--- config.mk ---
export PLATFORM = sky130hd
export DESIGN_NAME = mcc_top
export DESIGN_NICKNAME = d
export VERILOG_FILES = /design/src/common/mcc_pkg.sv /design/src/design/mcc_channel.sv /design/src/design/mcc_top.sv
export SDC_FILE = /design/constraint.sdc
export NUM_CORES = 1
export LEC_CHECK = 0
export ABC_AREA = 1
export ABC_CLOCK_PERIOD_IN_PS = 5400
export BUFFER_PORTS_ARGS = -buffer_cell sky130_fd_sc_hd__buf_2
export CAP_MARGIN = 20
export CORE_ASPECT_RATIO = 0.6
export CORE_MARGIN = 3
export CORE_UTILIZATION = 38
export CTS_CLUSTER_SIZE = 20
export DETAILED_ROUTE_END_ITERATION = 7
export PLACE_DENSITY_LB_ADDON = 0.25
export RECOVER_POWER = 100
export SLEW_MARGIN = 20
export SYNTH_ARGS = -nofsm -noshare
export SYNTH_HDL_FRONTEND = slang
export SYNTH_SLANG_ARGS = --single-unit
--- constraint.sdc ---
create_clock -name clk_sys -period 5.4 [get_ports clk_sys]
set_clock_uncertainty 0.15 [all_clocks]
set_input_delay 0.54 -clock clk_sys [delete_from_list [all_inputs] [get_ports clk_sys]]
set_output_delay 0.54 -clock clk_sys [all_outputs]
set_load 0.02 [all_outputs]
--- src/common/mcc_pkg.sv ---
// Shared constants for the multichannel capture/compare block.
`default_nettype none
package mcc_pkg;
  localparam int MCC_MAX_CH = 4;
  localparam int MCC_BYTE_W = 8;
  localparam int MCC_COUNT_W = 16;
  // Register port addresses: the subaddress register and the two subregister windows.
  localparam logic [1:0] MCC_ADDR_SUBADDR = 2'h0;
  localparam logic [1:0] MCC_ADDR_WIN0 = 2'h1;
  localparam logic [1:0] MCC_ADDR_WIN1 = 2'h2;
  // Subaddress values.
  localparam logic [7:0] MCC_SUB_STATUS = 8'h01;
  localparam logic [7:0] MCC_SUB_CHAN_BASE = 8'h02;
  localparam logic [7:0] MCC_SUB_CTRL_BASE = 8'h06;
  // Channel control subregister fields.
  localparam int MCC_CTL_W = 5;
  localparam int MCC_CTL_POL = 0;
  localparam int MCC_CTL_CAPT = 1;
  localparam int MCC_CTL_FALL = 2;
  localparam int MCC_CTL_CHEN = 3;
  localparam int MCC_CTL_IMM = 4;
  // Reset values.
  localparam logic [7:0] MCC_RST_BYTE = 8'h00;
  localparam logic [15:0] MCC_RST_COUNT = 16'h0000;
  localparam logic [4:0] MCC_RST_CTL = 5'h00;
  localparam logic [3:0] MCC_RSVD_BITS = 4'h0;
endpackage : mcc_pkg
`default_nettype wire

--- src/design/mcc_channel.sv ---
// One capture/compare channel: active and holding registers, compare, capture and output.
`timescale 1ns/1ps
`default_nettype none
module mcc_channel
  import mcc_pkg::*;
(
  input wire logic clk_sys,
  input wire logic rst_b,
  input wire logic timer_enable_bit,
  input wire logic [MCC_COUNT_W-1:0] timer_count,
  input wire logic timer_end_count,
  input wire logic chan_in,
  input wire logic [MCC_CTL_W-1:0] ctrl,
  input wire logic wr_hi,
  input wire logic wr_lo,
  input wire logic [MCC_BYTE_W-1:0] wr_data,
  output logic [MCC_COUNT_W-1:0] active,
  output logic event_pulse,
  output logic chan_out
);
  logic [MCC_COUNT_W-1:0] active_r, active_nxt, hold_r, hold_nxt;
  logic pend_r, pend_nxt, in_prev_r, in_prev_nxt, match_prev_r, match_prev_nxt;
  logic state_r, state_nxt, out_r, out_nxt, event_r, event_nxt;
  logic match, cmp_evt, cap_evt, edge_seen, buffered;
  logic [MCC_COUNT_W-1:0] base, newv;

  always_comb begin
    match = timer_enable_bit && ctrl[MCC_CTL_CHEN] && !ctrl[MCC_CTL_CAPT] && (timer_count == active_r);
    cmp_evt = match && !match_prev_r;
    edge_seen = ctrl[MCC_CTL_FALL] ? (in_prev_r && !chan_in) : (!in_prev_r && chan_in);
    cap_evt = timer_enable_bit && ctrl[MCC_CTL_CHEN] && ctrl[MCC_CTL_CAPT] && edge_seen;
    buffered = timer_enable_bit && !ctrl[MCC_CTL_IMM];
    base = pend_r ? hold_r : active_r;
    newv = base;
    if (wr_hi) begin
      newv[15:8] = wr_data;
    end
    if (wr_lo) begin
      newv[7:0] = wr_data;
    end
    active_nxt = active_r;
    hold_nxt = hold_r;
    pend_nxt = pend_r;
    // A pending value moves in at end count, or at once if the timer is stopped.
    if (pend_r && (timer_end_count || !timer_enable_bit)) begin
      active_nxt = hold_r;
      pend_nxt = 1'b0;
    end
    if (cap_evt) begin
      active_nxt = timer_count;
    end
    if (wr_hi || wr_lo) begin
      hold_nxt = newv;
      if (buffered) begin
        pend_nxt = 1'b1;
      end else begin
        active_nxt = newv;
        pend_nxt = 1'b0;
      end
    end
    in_prev_nxt = chan_in;
    match_prev_nxt = match;
    state_nxt = state_r ^ cmp_evt;
    out_nxt = state_nxt ^ ctrl[MCC_CTL_POL];
    event_nxt = cmp_evt || cap_evt;
  end

  always_ff @(posedge clk_sys or negedge rst_b) begin
    if (!rst_b) begin
      active_r <= MCC_RST_COUNT;
      hold_r <= MCC_RST_COUNT;
      pend_r <= 1'b0;
      in_prev_r <= 1'b0;
      match_prev_r <= 1'b0;
      state_r <= 1'b0;
      out_r <= 1'b0;
      event_r <= 1'b0;
    end else begin
      active_r <= active_nxt;
      hold_r <= hold_nxt;
      pend_r <= pend_nxt;
      in_prev_r <= in_prev_nxt;
      match_prev_r <= match_prev_nxt;
      state_r <= state_nxt;
      out_r <= out_nxt;
      event_r <= event_nxt;
    end
  end

  assign active = active_r;
  assign event_pulse = event_r;
  assign chan_out = out_r;
endmodule : mcc_channel
`default_nettype wire

--- src/design/mcc_top.sv ---
// Multichannel capture/compare: subaddressed register access, event and overrun flags, channels.
`timescale 1ns/1ps
`default_nettype none
// What this block does
// - Overrun set when event repeats before clear.
// - Clearing event flag also clears overrun.
// - Overrun flags held clear while timer disabled.
// - Upper status bits reserved, read zero.
// - Overrun status in window 0 at subaddress 01H.
// - Each channel has 16-bit high/low register.
// - Writes buffered while timer enabled and channel IMM control bit clear.
// - Buffer loads at end count or immediately.
// - Compare channel register against timer count.
// - Compare match toggles channel output.
// - Output level follows channel polarity bit.
// - Capture latches count on selected input edge.
module mcc_top
  import mcc_pkg::*;
#(
  parameter int NUM_CH = 4
)
(
  input wire logic clk_sys,
  input wire logic rst_b,
  input wire logic [1:0] reg_addr,
  input wire logic reg_wr,
  input wire logic reg_rd,
  input wire logic [MCC_BYTE_W-1:0] reg_wdata,
  output logic [MCC_BYTE_W-1:0] reg_rdata,
  input wire logic timer_enable_bit,
  input wire logic [MCC_COUNT_W-1:0] timer_count,
  input wire logic timer_end_count,
  input wire logic [NUM_CH-1:0] chan_in,
  output logic [NUM_CH-1:0] chan_out
);
  if (NUM_CH < 1 || NUM_CH > MCC_MAX_CH) begin : g_bad_num_ch
    $error("NUM_CH must lie between 1 and 4");
  end

  // True when the subaddress selects channel idx of a group starting at base.
  function automatic logic sub_hit(input logic [7:0] sub, input logic [7:0] base, input int idx);
    logic [7:0] target;
    target = base + 8'(idx);
    return sub == target;
  endfunction : sub_hit

  function automatic logic [7:0] pad_flags(input logic [NUM_CH-1:0] flags);
    logic [7:0] v;
    v = MCC_RST_BYTE;
    v[NUM_CH-1:0] = flags;
    return v;
  endfunction : pad_flags

  logic [7:0] subaddr_r, subaddr_nxt;
  logic [7:0] rdata_r, rdata_nxt;
  logic [NUM_CH-1:0] evt_flag_r, evt_flag_nxt;
  logic [NUM_CH-1:0] ovr_r, ovr_nxt;
  logic [MCC_CTL_W-1:0] ctrl_r [NUM_CH];
  logic [MCC_CTL_W-1:0] ctrl_nxt [NUM_CH];
  logic [NUM_CH-1:0] wr_hi, wr_lo, clr, chan_event;
  logic [MCC_COUNT_W-1:0] active [NUM_CH];
  logic win0, win1;

  // Register write decode.
  always_comb begin
    win0 = reg_addr == MCC_ADDR_WIN0;
    win1 = reg_addr == MCC_ADDR_WIN1;
    subaddr_nxt = subaddr_r;
    if (reg_wr && reg_addr == MCC_ADDR_SUBADDR) begin
      subaddr_nxt = reg_wdata;
    end
    for (int i = 0; i < NUM_CH; i++) begin
      wr_hi[i] = reg_wr && win0 && sub_hit(subaddr_r, MCC_SUB_CHAN_BASE, i);
      wr_lo[i] = reg_wr && win1 && sub_hit(subaddr_r, MCC_SUB_CHAN_BASE, i);
      clr[i] = reg_wr && win1 && subaddr_r == MCC_SUB_STATUS && reg_wdata[i];
      ctrl_nxt[i] = ctrl_r[i];
      if (reg_wr && win0 && sub_hit(subaddr_r, MCC_SUB_CTRL_BASE, i)) begin
        ctrl_nxt[i] = reg_wdata[MCC_CTL_W-1:0];
      end
    end
  end

  // Event and overrun flags; a new event wins over a clear in the same cycle.
  always_comb begin
    evt_flag_nxt = chan_event | (evt_flag_r & ~clr);
    ovr_nxt = (chan_event & evt_flag_r) | (ovr_r & ~clr);
    if (!timer_enable_bit) begin
      ovr_nxt = '0;
    end
  end

  // Register read mux, answered one cycle after the read strobe.
  always_comb begin
    rdata_nxt = rdata_r;
    if (reg_rd) begin
      rdata_nxt = MCC_RST_BYTE;
      if (reg_addr == MCC_ADDR_SUBADDR) begin
        rdata_nxt = subaddr_r;
      end else if (subaddr_r == MCC_SUB_STATUS) begin
        if (win0) begin
          rdata_nxt = pad_flags(ovr_r);
        end else if (win1) begin
          rdata_nxt = pad_flags(evt_flag_r);
        end
      end
      for (int i = 0; i < NUM_CH; i++) begin
        if (sub_hit(subaddr_r, MCC_SUB_CHAN_BASE, i)) begin
          if (win0) begin
            rdata_nxt = active[i][15:8];
          end else if (win1) begin
            rdata_nxt = active[i][7:0];
          end
        end
        if (win0 && sub_hit(subaddr_r, MCC_SUB_CTRL_BASE, i)) begin
          rdata_nxt = {3'h0, ctrl_r[i]};
        end
      end
    end
  end

  always_ff @(posedge clk_sys or negedge rst_b) begin
    if (!rst_b) begin
      subaddr_r <= MCC_RST_BYTE;
      rdata_r <= MCC_RST_BYTE;
      evt_flag_r <= '0;
      ovr_r <= '0;
      for (int i = 0; i < NUM_CH; i++) begin
        ctrl_r[i] <= MCC_RST_CTL;
      end
    end else begin
      subaddr_r <= subaddr_nxt;
      rdata_r <= rdata_nxt;
      evt_flag_r <= evt_flag_nxt;
      ovr_r <= ovr_nxt;
      for (int i = 0; i < NUM_CH; i++) begin
        ctrl_r[i] <= ctrl_nxt[i];
      end
    end
  end

  assign reg_rdata = rdata_r;

  for (genvar g = 0; g < NUM_CH; g++) begin : g_chan
    mcc_channel u_chan (
      .clk_sys(clk_sys),
      .rst_b(rst_b),
      .timer_enable_bit(timer_enable_bit),
      .timer_count(timer_count),
      .timer_end_count(timer_end_count),
      .chan_in(chan_in[g]),
      .ctrl(ctrl_r[g]),
      .wr_hi(wr_hi[g]),
      .wr_lo(wr_lo[g]),
      .wr_data(reg_wdata),
      .active(active[g]),
      .event_pulse(chan_event[g]),
      .chan_out(chan_out[g])
    );

  end
endmodule : mcc_top
`default_nettype wire

==> results of run 1 <==
area by class of cell:
cell class,count,share of cell area
multi-input cells,1233,0.470
flip-flops and latches,196,0.365
inverters,202,0.0567
well taps,416,0.0387
clock buffers,18,0.0326
repair buffers,61,0.0246
clock inverters,13,0.0127
layer usage:
metal | up-vias | share of wire
met4 | 0 | 0.026
li1 | 5728 | -
met1 | 5822 | 0.46
met3 | 67 | 0.12
met2 | 661 | 0.39
met5 | - | 0
how the worst min path moves through the flow:
stage	startpoint	end	slack (ps)	depth (start not counted)
final	chan_in[1]	g_chan[1].u_chan.in_prev_r	60	1
after global routing	chan_in[0]	g_chan[0].u_chan.in_prev_r	50	1
after CTS	chan_in[1]	g_chan[1].u_chan.in_prev_r	30	1
after detailed placement	g_chan[2].u_chan.event_pulse	evt_flag_r[2]	300	2
after global placement	g_chan[2].u_chan.event_pulse	evt_flag_r[2]	300	2
after floorplan	rst_b	ctrl_r[0]	90	0
cells in the mapped netlist, types with 18 or more instances:
cell type / count / area [µm²]
buf_2: 38 / 190
o211ai_1: 98 / 736
dfrtp_1: 196 / 4900
o22ai_1: 19 / 119
inv_2: 22 / 82.6
o21ai_1: 44 / 220
inv_1: 177 / 664
nand3_1: 33 / 165
a21oi_1: 53 / 265
nand2_1: 448 / 1680
nand4_1: 23 / 144
xor2_1: 18 / 158
nor2_1: 115 / 432
xnor2_1: 21 / 184
o21ai_0: 214 / 1070
clkbuf_1: 43 / 161
power by group:
group	leakage [µW]	total, µW	internal (µW)	switching, µW
Clock	0.000291	1360	710	652
Sequential	0.00240	2310	1890	419
Combinational	0.00359	2000	753	1250
per-stage QoR:
stage | util | cell area (µm²) | setup slack (ps) | hold WS, ps | cells
2_1_floorplan | - | 12500 | 3400 | 94.4 | 1725
3_3_place_gp | 0.406 | 12900 | 1950 | 299 | 2106
3_5_place_dp | 0.406 | 12900 | 1810 | 303 | 2106
4_1_cts | 0.425 | 13500 | 2290 | 33.8 | 2138
5_1_grt | 0.423 | 13500 | 1150 | 53.8 | 2139
6_report | 0.423 | 13500 | 1400 | 56.3 | 2139
worst register-to-register path: cells and delay by family, from the launching register on:
kind | cells | cell delay, ps
AO/OA/AOI/OAI | 1 | 250
buffers and inverters | 2 | 1370
flip-flops | 1 | 460
AND/OR/NAND/NOR | 4 | 620
state kept, by name (all words and copies together) (netlist names):
signal and count:
ctrl_r 20, evt_flag_r 4, g_chan.u_chan.active 64, g_chan.u_chan.chan_out 4, g_chan.u_chan.event_pulse 4, g_chan.u_chan.hold_r 64, g_chan.u_chan.in_prev_r 4, g_chan.u_chan.match_prev_r 4
g_chan.u_chan.pend_r 4, g_chan.u_chan.state_r 4, ovr_r 4, reg_rdata 8, subaddr_r 8
logic make-up after synthesis:
logic type / after synthesis / synth area share
AO/OA/AOI/OAI: 497 / 0.236
XOR/XNOR: 42 / 0.0322
buffers and inverters: 296 / 0.0985
flip-flops: 196 / 0.392
multiplexers: 4 / 0.00320
AND/OR/NAND/NOR: 690 / 0.239
what timing repair did:
action / CTS / global route
resized for setup: 0 / 0
hold buffers: 1 / 0
hold endpoints to repair: 69 / 0
==> impl_metrics.py, run 1 <==
metrics = {
    "status": {
        "outcome": "complete, but fails checks",
        "failed_checks": "max-capacitance violations, max-slew violations",
    },
    "global_route": {
        "grt_antenna_before_repair": 1,
        "grt_pass1_wl_um": 72000,
        "grt_usage": 0.277,
        "busiest_layer": "met1",
        "overflow": 0,
        "grt_util_met2": 0.367,
        "gr-usage-met3": 0.0904,
        "grt_max_degree": 73,
        "grt_util_met1": 0.417,
        "first_global_vias": 11100,
    },
    "clock_network": {
        "cts.sinks": 196,
        "cts_made_buffers": 17,
        "cts-root-buf": "clkbuf_16",
        "htreeDepth": 4,
        "clkLatencyLatePin_ps": 470,
        "cts_max_path_buffers": 2,
        "cts_tree": "done",
        "cts_setup_buffers": 0,
        "clkTransAtPathRegs_ps": 80,
    },
    "layout": {
        "area_growth_pct": 7.52,
        "fill_cells": 3358,
        "nNetsFinal": 1747,
        "final_common_cell": "nand2_1",
        "seqCellArea_um2": 4900,
        "mostFrequentLayoutCells": "448 x nand2_1, 232 x o21ai_0, 196 x dfrtp_1",
        "diodes": 0,
        "drive_gt1_frac": 0.0708,
        "multi_input_area_um2": 6320,
    },
    "drt": {
        "drtIter0Drc": 1494,
        "ant_nets": 0,
        "drc": 0,
        "first_pass_iters": 6,
        "drt_wl_total_um": 48700,
        "wl_per_cell_um": 22.8,
        "vias_per_cell": 5.74,
        "vias": 12300,
    },
    "setup_path": {
        "cp_cell_sequence": "clkbuf_1 -> inv_1 -> nand2_4 -> clkinvlp_2 -> nor2_1 -> nor4_4 -> clkbuf_1 -> nor2_1 -> a21oi_1",
        "worstPathMaxFanout": 37,
        "cp_top_family": "buffers and inverters",
        "crit_arrival_ps": 4120,
        "slowest_stage": "clkinvlp_2",
        "slowest_delay_ps": 960,
        "cp-endpoint": "g_chan[0].u_chan.active[1]",
        "crit_buf_inv": 4,
        "cp-startpoint": "reg_addr[1]",
        "critPathRequiredTime_ps": 5520,
        "r2r_setup_slack_ps": 2370,
        "reg2regPathDepth": 7,
        "crit_type": "in2reg",
        "r2r-end": "g_chan[0].u_chan.active[1]",
        "start_kind": "primary input",
        "cp-end-kind": "flip-flop",
        "cp_num_cells": 9,
        "r2r_start": "subaddr_r[3]",
    },
    "placed_design": {
        "place_congestion": 0.986,
        "dp_hpwl_um": 34400,
        "port_buffers": 47,
    },
    "sta": {
        "setup_viol": 0,
        "rsz0062_at_grt": "false",
        "hold_viol": 0,
        "drv_slew": 165,
        "fmax_mhz": 250,
        "min_period_over_period": 0.740,
        "fin_crit_ps": 4000,
        "tns_ps": 0,
        "relSlewSlack": -0.782,
        "tightest_slew_ps": 2670,
    },
    "synthesis": {
        "yosysWarnings": 0,
        "ys_ff_latch": 196,
        "synth_edf_count": 0,
        "syn_area_um2": 12500,
        "synthCells": 1725,
        "ys_seq_area_frac": 0.392,
        "synth.distinct_cells": 49,
        "syn_area_per_cell_um2": 7.25,
        "ys.flop_type": "dfrtp_1",
        "synthArstFlopShare": 1.00,
        "synth_fp_nets": 1761,
    },
    "die": {
        "num_rows": 50,
        "io-pin-count": 48,
        "die_area_um2": 35200,
        "initial_core_util": 0.394,
        "dieHeight_um": 147,
        "core_um2": 31800,
        "fp.dieW_um": 240,
    },
    "power": {
        "total_power_uw": 5670,
        "power.leakage_uw": 0.00628,
        "ir_worst_vdd_uv": 246,
        "cellPowerDensity_nw_per_um2": 422,
    },
    "worst_hold_path": {
        "hold_class": "in2reg",
    },
    "job": {
        "max_cap_viol_count": 5,
    },
}
No activity file was read; power rests on OpenSTA's default activity.
==> run 2, diff against run 1 <==
Settings changed: ABC_AREA 1 to 0, ABC_CLOCK_PERIOD_IN_PS 5400 to 3400.
Clock period 5.4 ns to 3.4 ns, I/O delays scaled along.
==> run 2 against run 1 <==
  * The flow still finishes with violations (max-capacitance violations, max-slew violations)
  * Sequential share of layout area is 0.63 points lower
  * Worst setup slack worse by 980 ps
  * Register-to-register slack got worse by 1900 ps
  * Global-route usage down 0.72 points
  * Wire length decreased by 3.2%
  * Worst hold slack improved by 49 ps
  * Design area is 1.7% higher
  * Power up 1.5%
==> impl_metrics.py, run 2 <==
metrics = {
    "synthesis": {
        "yosys.area.top_type_share": 0.397,
        "syn_area_um2": 12400,
        "synth_edf_count": 0,
        "synth_common_cells": "196 x dfrtp_1, 186 x o21ai_0, 169 x nand2_1, 100 x mux2i_1, 92 x nor2_1",
        "synth_fp_nets": 1393,
        "ys.flop_type": "dfrtp_1",
        "ys_seq_area_frac": 0.397,
        "synthArstFlopShare": 1.00,
        "yosys.area.top_type": "dfrtp_1",
        "syn_area_per_cell_um2": 9.11,
        "yosysWarnings": 0,
        "synth_area_leaders": "dfrtp_1 40%, mux2i_1 8.1%, o21ai_0 7.5%, nand2_1 5.1%, mux2_2 4.4%",
        "synth.distinct_cells": 78,
        "ys_ff_latch": 196,
        "synth.most_common_cell": "dfrtp_1",
        "synthCells": 1357,
    },
    "layout": {
        "final_common_cell": "dfrtp_1",
        "nNetsFinal": 1406,
        "design_area_um2": 13700,
        "layout.cells.non_filler": 1801,
        "final_core_util": 0.433,
        "drive_gt1_frac": 0.137,
        "mostFrequentLayoutCells": "196 x dfrtp_1, 191 x o21ai_0, 169 x nand2_1",
        "area_growth_pct": 10.8,
        "fill_cells": 3065,
    },
    "drt": {
        "drt_wl_total_um": 47100,
        "first_pass_iters": 6,
        "vias": 11200,
        "wl_per_cell_um": 26.2,
        "drtIter0Drc": 1492,
        "vias_per_cell": 6.23,
        "ant_nets": 0,
        "drc": 0,
    },
    "setup_path": {
        "r2r-end": "g_chan[3].u_chan.active[1]",
        "r2r_start": "subaddr_r[6]",
        "critPathRequiredTime_ps": 3590,
        "cp_top_family": "simple AND/OR/NAND/NOR gates",
        "crit_buf_inv": 1,
        "crit_arrival_ps": 3160,
        "slowest_delay_ps": 540,
        "slowest_stage": "nand3_1",
        "r2r_setup_slack_ps": 420,
        "cp_num_cells": 6,
        "reg2regPathDepth": 6,
        "start_kind": "flip-flop",
        "cp_cell_sequence": "or4_1 -> buf_4 -> nor3_4 -> nand3_1 -> mux2i_1 -> o21ai_0",
        "cp-end-kind": "flip-flop",
        "worstPathMaxFanout": 18,
        "crit_type": "reg2reg",
    },
    "clock_network": {
        "htreeDepth": 4,
        "clkTransAtPathRegs_ps": 70,
        "cts-root-buf": "clkbuf_16",
        "cts_tree": "done",
        "clkLatencyLatePin_ps": 470,
        "hold_buffers": 5,
        "cts.sinks": 196,
        "cts_setup_buffers": 0,
        "cts-resized-gates": 0,
        "cts_max_path_buffers": 2,
        "cts_made_buffers": 17,
    },
    "worst_hold_path": {
        "hold_start": "timer_end_count",
        "holdPathStages": 4,
        "whs_endpoint": "g_chan[1].u_chan.pend_r",
        "hold_class": "in2reg",
    },
    "global_route": {
        "overflow": 0,
        "grt_antenna_before_repair": 4,
        "grt_usage": 0.270,
        "first_global_vias": 10400,
        "grt_pass1_wl_um": 69800,
        "grt_max_degree": 74,
    },
    "sta": {
        "setup_viol": 0,
        "fin_crit_ps": 2980,
        "finalWorstSetupSlack_ps": 424,
        "tns_ps": 0,
        "relSlewSlack": -0.384,
        "rsz0062_at_grt": "false",
        "min_period_over_period": 0.875,
        "drv_slew": 72,
        "fmax_mhz": 336,
        "hold_viol": 0,
        "tightest_slew_ps": 2080,
    },
    "power": {
        "power.leakage_uw": 0.00601,
        "seq_power_share": 0.461,
        "switchingPower_uw": 1820,
        "intPower_uw": 3940,
        "p_comb_frac": 0.175,
        "sw_frac_of_total": 0.317,
        "cellPowerDensity_nw_per_um2": 421,
        "ir_worst_vdd_uv": 385,
        "power_frac_clock": 0.365,
    },
    "die": {
        "fp.dieW_um": 239,
        "io-pin-count": 48,
        "die_area_um2": 34800,
        "dieHeight_um": 146,
        "core_um2": 31600,
        "initial_core_util": 0.391,
        "num_rows": 50,
    },
    "placed_design": {
        "place_congestion": 1.07,
        "port_buffers": 47,
        "place_inst": 1762,
        "placed_cell_area_um2": 13100,
        "place_ws_ps": 520,
        "dp_hpwl_um": 32600,
    },
    "status": {
        "outcome": "complete, but fails checks",
        "failed_checks": "max-capacitance violations, max-slew violations",
    },
    "job": {
        "max_cap_viol_count": 1,
    },
}
## run 2: kinds of logic after synthesis
family | after synthesis | share of synthesized area
xor gates and xnor gates | 72 | 0.0555
AOI/OAI and AO/OA | 384 | 0.209
DFF | 196 | 0.397
and+or+nand+nor | 427 | 0.170
muxes | 148 | 0.125
buffers and inverters | 130 | 0.0436
## run 2: worst max path at each step
| stage | to | slack [ps] | from |
|---|---|---|---|
| 4_1_cts | g_chan[3].u_chan.active[12] | 620 | subaddr_r[6] |
| 5_1_grt | g_chan[0].u_chan.hold_r[13] | 240 | reg_addr[1] |
| 3_3_place_gp | ctrl_r[11] | 660 | reg_addr[0] |
| 2_1_floorplan | g_chan[3].u_chan.active[6] | 1120 | subaddr_r[6] |
| 6_report | g_chan[3].u_chan.active[1] | 420 | subaddr_r[6] |
| 3_5_place_dp | reg_rdata[5] | 520 | reg_addr[0] |
## run 2: final cells by class
cell class,instances,area (µm²),area share
tap,416,520,0.0380
antenna,2,5.00,0.000366
timing repair buffer,111,721,0.0526
multi-input combinational,1031,6910,0.504
clock inverter,12,129,0.00941
inverter,13,48.8,0.00356
sequential,196,4900,0.358
clock buffer,20,457,0.0334
## run 2: metal layers
| metal | share of wire | up-vias | global-route usage | wire (µm) |
|---|---|---|---|---|
| li1 | - | 4986 | - | - |
| met1 | 0.46 | 5561 | 0.405 | 21800 |
| met2 | 0.39 | 609 | 0.354 | 18400 |
| met3 | 0.12 | 71 | 0.109 | 5840 |
| met4 | 0.022 | 0 | 0.0676 | 1020 |
| met5 | 0 | - | 0 | 0 |
## run 2: per-stage QoR
stage | hold slack, ps | total power [µW]
after floorplan | -106 | 3230
after global placement | 263 | 3660
after detailed placement | 265 | 3670
after CTS | 78.9 | 5760
after global routing | 104 | 5960
final | 105 | 5760
## run 2: power by group through the flow
stage	combinational (µW)	clock (µW)	sequential (µW)
floorplan	608	0	2620
global placement	973	0	2680
detailed placement	979	0	2690
CTS	986	2130	2640
global route	1070	2220	2670
finish	1010	2100	2650
## run 2: worst reg2reg max path, cell delays in order (launching register included)
cell     delay (ps)
dfrtp_1         440
or4_1           530
buf_4           240
nor3_4          490
nand3_1         540
mux2i_1         350
o21ai_0         110
==> run 3, diff against run 2 <==
Settings changed: CORE_ASPECT_RATIO 0.6 to not set.
==> run 3 against run 2 <==
  * The run still ends with max-capacitance violations, max-slew violations left
  * Power fell by 0.84%
  * Register-to-register slack got worse by 140 ps
  * Sequential cell count did not move
  * First-iteration DRC count fell by 21%
  * Critical endpoint is now ctrl_r[10]
  * Highest routed layer unchanged
==> impl_metrics.py, run 3 (synthesis gave the netlist of run 2 again) <==
metrics = {
    "clock_network": {
        "cts_tree": "done",
        "clkTransAtPathRegs_ps": 80,
        "htreeDepth": 4,
        "cts.sinks": 196,
        "cts-root-buf": "clkbuf_16",
        "cts_setup_buffers": 0,
        "cts_max_path_buffers": 2,
        "cts-resized-gates": 0,
        "cts_made_buffers": 17,
        "clkLatencyLatePin_ps": 460,
    },
    "placed_design": {
        "place_inst": 1782,
        "port_buffers": 47,
        "dp_hpwl_um": 31300,
        "place_ws_ps": 662,
        "place_congestion": 0.982,
    },
    "setup_path": {
        "critPathRequiredTime_ps": 3600,
        "crit_arrival_ps": 3310,
        "start_kind": "flip-flop",
        "slowest_stage": "dfrtp_1",
        "r2r_start": "subaddr_r[2]",
        "cp-end-kind": "flip-flop",
        "r2r-end": "ctrl_r[10]",
        "slowest_delay_ps": 710,
        "crit_buf_inv": 0,
        "worstPathMaxFanout": 15,
        "reg2regPathDepth": 4,
        "cp_num_cells": 4,
        "crit_type": "reg2reg",
        "cp_top_family": "simple AND/OR/NAND/NOR gates",
        "r2r_setup_slack_ps": 290,
        "cp_cell_sequence": "nor2b_1 -> nand2_1 -> nor3_1 -> mux2_2",
    },
    "drt": {
        "drtIter0Drc": 1176,
        "drc": 0,
        "drt-met1-wl_um": 20200,
        "wl_per_cell_um": 25.5,
        "wl_met2_um": 20900,
        "top_layer": "met4",
        "vias_per_cell": 6.11,
        "drt_wl_total_um": 46300,
        "vias": 11100,
        "first_pass_iters": 6,
        "ant_nets": 0,
        "met3WireLength_um": 3210,
    },
    "global_route": {
        "grt_max_degree": 80,
        "grt_antenna_before_repair": 0,
        "overflow": 0,
        "grt_pass1_wl_um": 70200,
        "grt_usage": 0.264,
        "first_global_vias": 10800,
    },
    "power": {
        "total_power_uw": 5710,
        "ir_worst_vdd_uv": 379,
        "power.leakage_uw": 0.00599,
        "cellPowerDensity_nw_per_um2": 417,
    },
    "worst_hold_path": {
        "hold_class": "in2reg",
        "whs_endpoint": "g_chan[1].u_chan.pend_r",
        "hold_start": "timer_end_count",
        "holdPathStages": 4,
    },
    "die": {
        "num_rows": 65,
        "dieHeight_um": 186,
        "die_area_um2": 34700,
        "io-pin-count": 48,
        "initial_core_util": 0.389,
        "fp.dieW_um": 186,
        "core_um2": 31800,
    },
    "status": {
        "failed_checks": "max-capacitance violations, max-slew violations",
        "outcome": "complete, but fails checks",
    },
    "layout": {
        "final_common_cell": "dfrtp_1",
        "nNetsFinal": 1407,
        "mostFrequentLayoutCells": "196 x dfrtp_1, 190 x o21ai_0, 169 x nand2_1",
        "diodes": 0,
        "drive_gt1_frac": 0.133,
        "area_growth_pct": 10.8,
        "fill_cells": 3159,
        "layout.cells.non_filler": 1819,
    },
    "sta": {
        "finalWorstSetupSlack_ps": 289,
        "tightest_slew_ps": 2070,
        "whs_ps": 134,
        "hold_viol": 0,
        "min_period_over_period": 0.915,
        "rsz0062_at_grt": "false",
        "setup_viol": 0,
        "drv_slew": 79,
        "fin_crit_ps": 3110,
        "tns_ps": 0,
        "relSlewSlack": -0.379,
        "fmax_mhz": 321,
    },
    "job": {
        "max_cap_viol_count": 1,
    },
}
## run 3: stage by stage
| stage | cell area, µm² | util |
|---|---|---|
| 2_1_floorplan | 12400 | - |
| 3_3_place_gp | 13200 | 0.414 |
| 3_5_place_dp | 13200 | 0.414 |
| 4_1_cts | 13800 | 0.434 |
| 5_1_grt | 13700 | 0.430 |
| 6_report | 13700 | 0.430 |
## run 3: how the worst max path moves through the flow
| stage | start | end | slack, ps |
|---|---|---|---|
| final | subaddr_r[2] | ctrl_r[10] | 290 |
| after global routing | reg_addr[0] | g_chan[1].u_chan.active[9] | 190 |
| after floorplan | subaddr_r[6] | g_chan[3].u_chan.active[6] | 1120 |
| after detailed placement | subaddr_r[2] | ctrl_r[10] | 660 |
| after global placement | subaddr_r[2] | ctrl_r[10] | 700 |
| after CTS | subaddr_r[2] | ctrl_r[10] | 640 |
## run 3: final cells by class
class	count	area, µm²	area share
clock inverter	12	145	0.0106
inverter	13	48.8	0.00357
timing repair buffer	112	717	0.0524
tap	435	544	0.0398
sequential	196	4900	0.358
multi-input combinational	1031	6880	0.503
clock buffer	20	447	0.0326
## run 3: repair_timing
item | in CTS | in global routing
setup endpoints to repair | 0 | 0
hold buffers | 5 | 0
endpoints found under the hold margin | 79 | 0
## run 3: per-layer routing
metal	vias up	track usage
li1	4987	-
met1	5552	0.367
met2	472	0.413
met3	109	0.0398
met4	0	0.112
met5	-	0
## run 3: power breakdown
| group | leakage, µW | internal, µW | switching, µW |
|---|---|---|---|
| Clock | 0.000282 | 1120 | 992 |
| Combinational | 0.00304 | 345 | 591 |
| Sequential | 0.00267 | 2460 | 209 |
| Total | 0.00599 | 3920 | 1790 |
## run 3: worst register-to-register path, cell delays in order, from the launching register on
cell and delay, ps:
dfrtp_1 710, nor2b_1 580, nand2_1 430, nor3_1 720, mux2_2 410
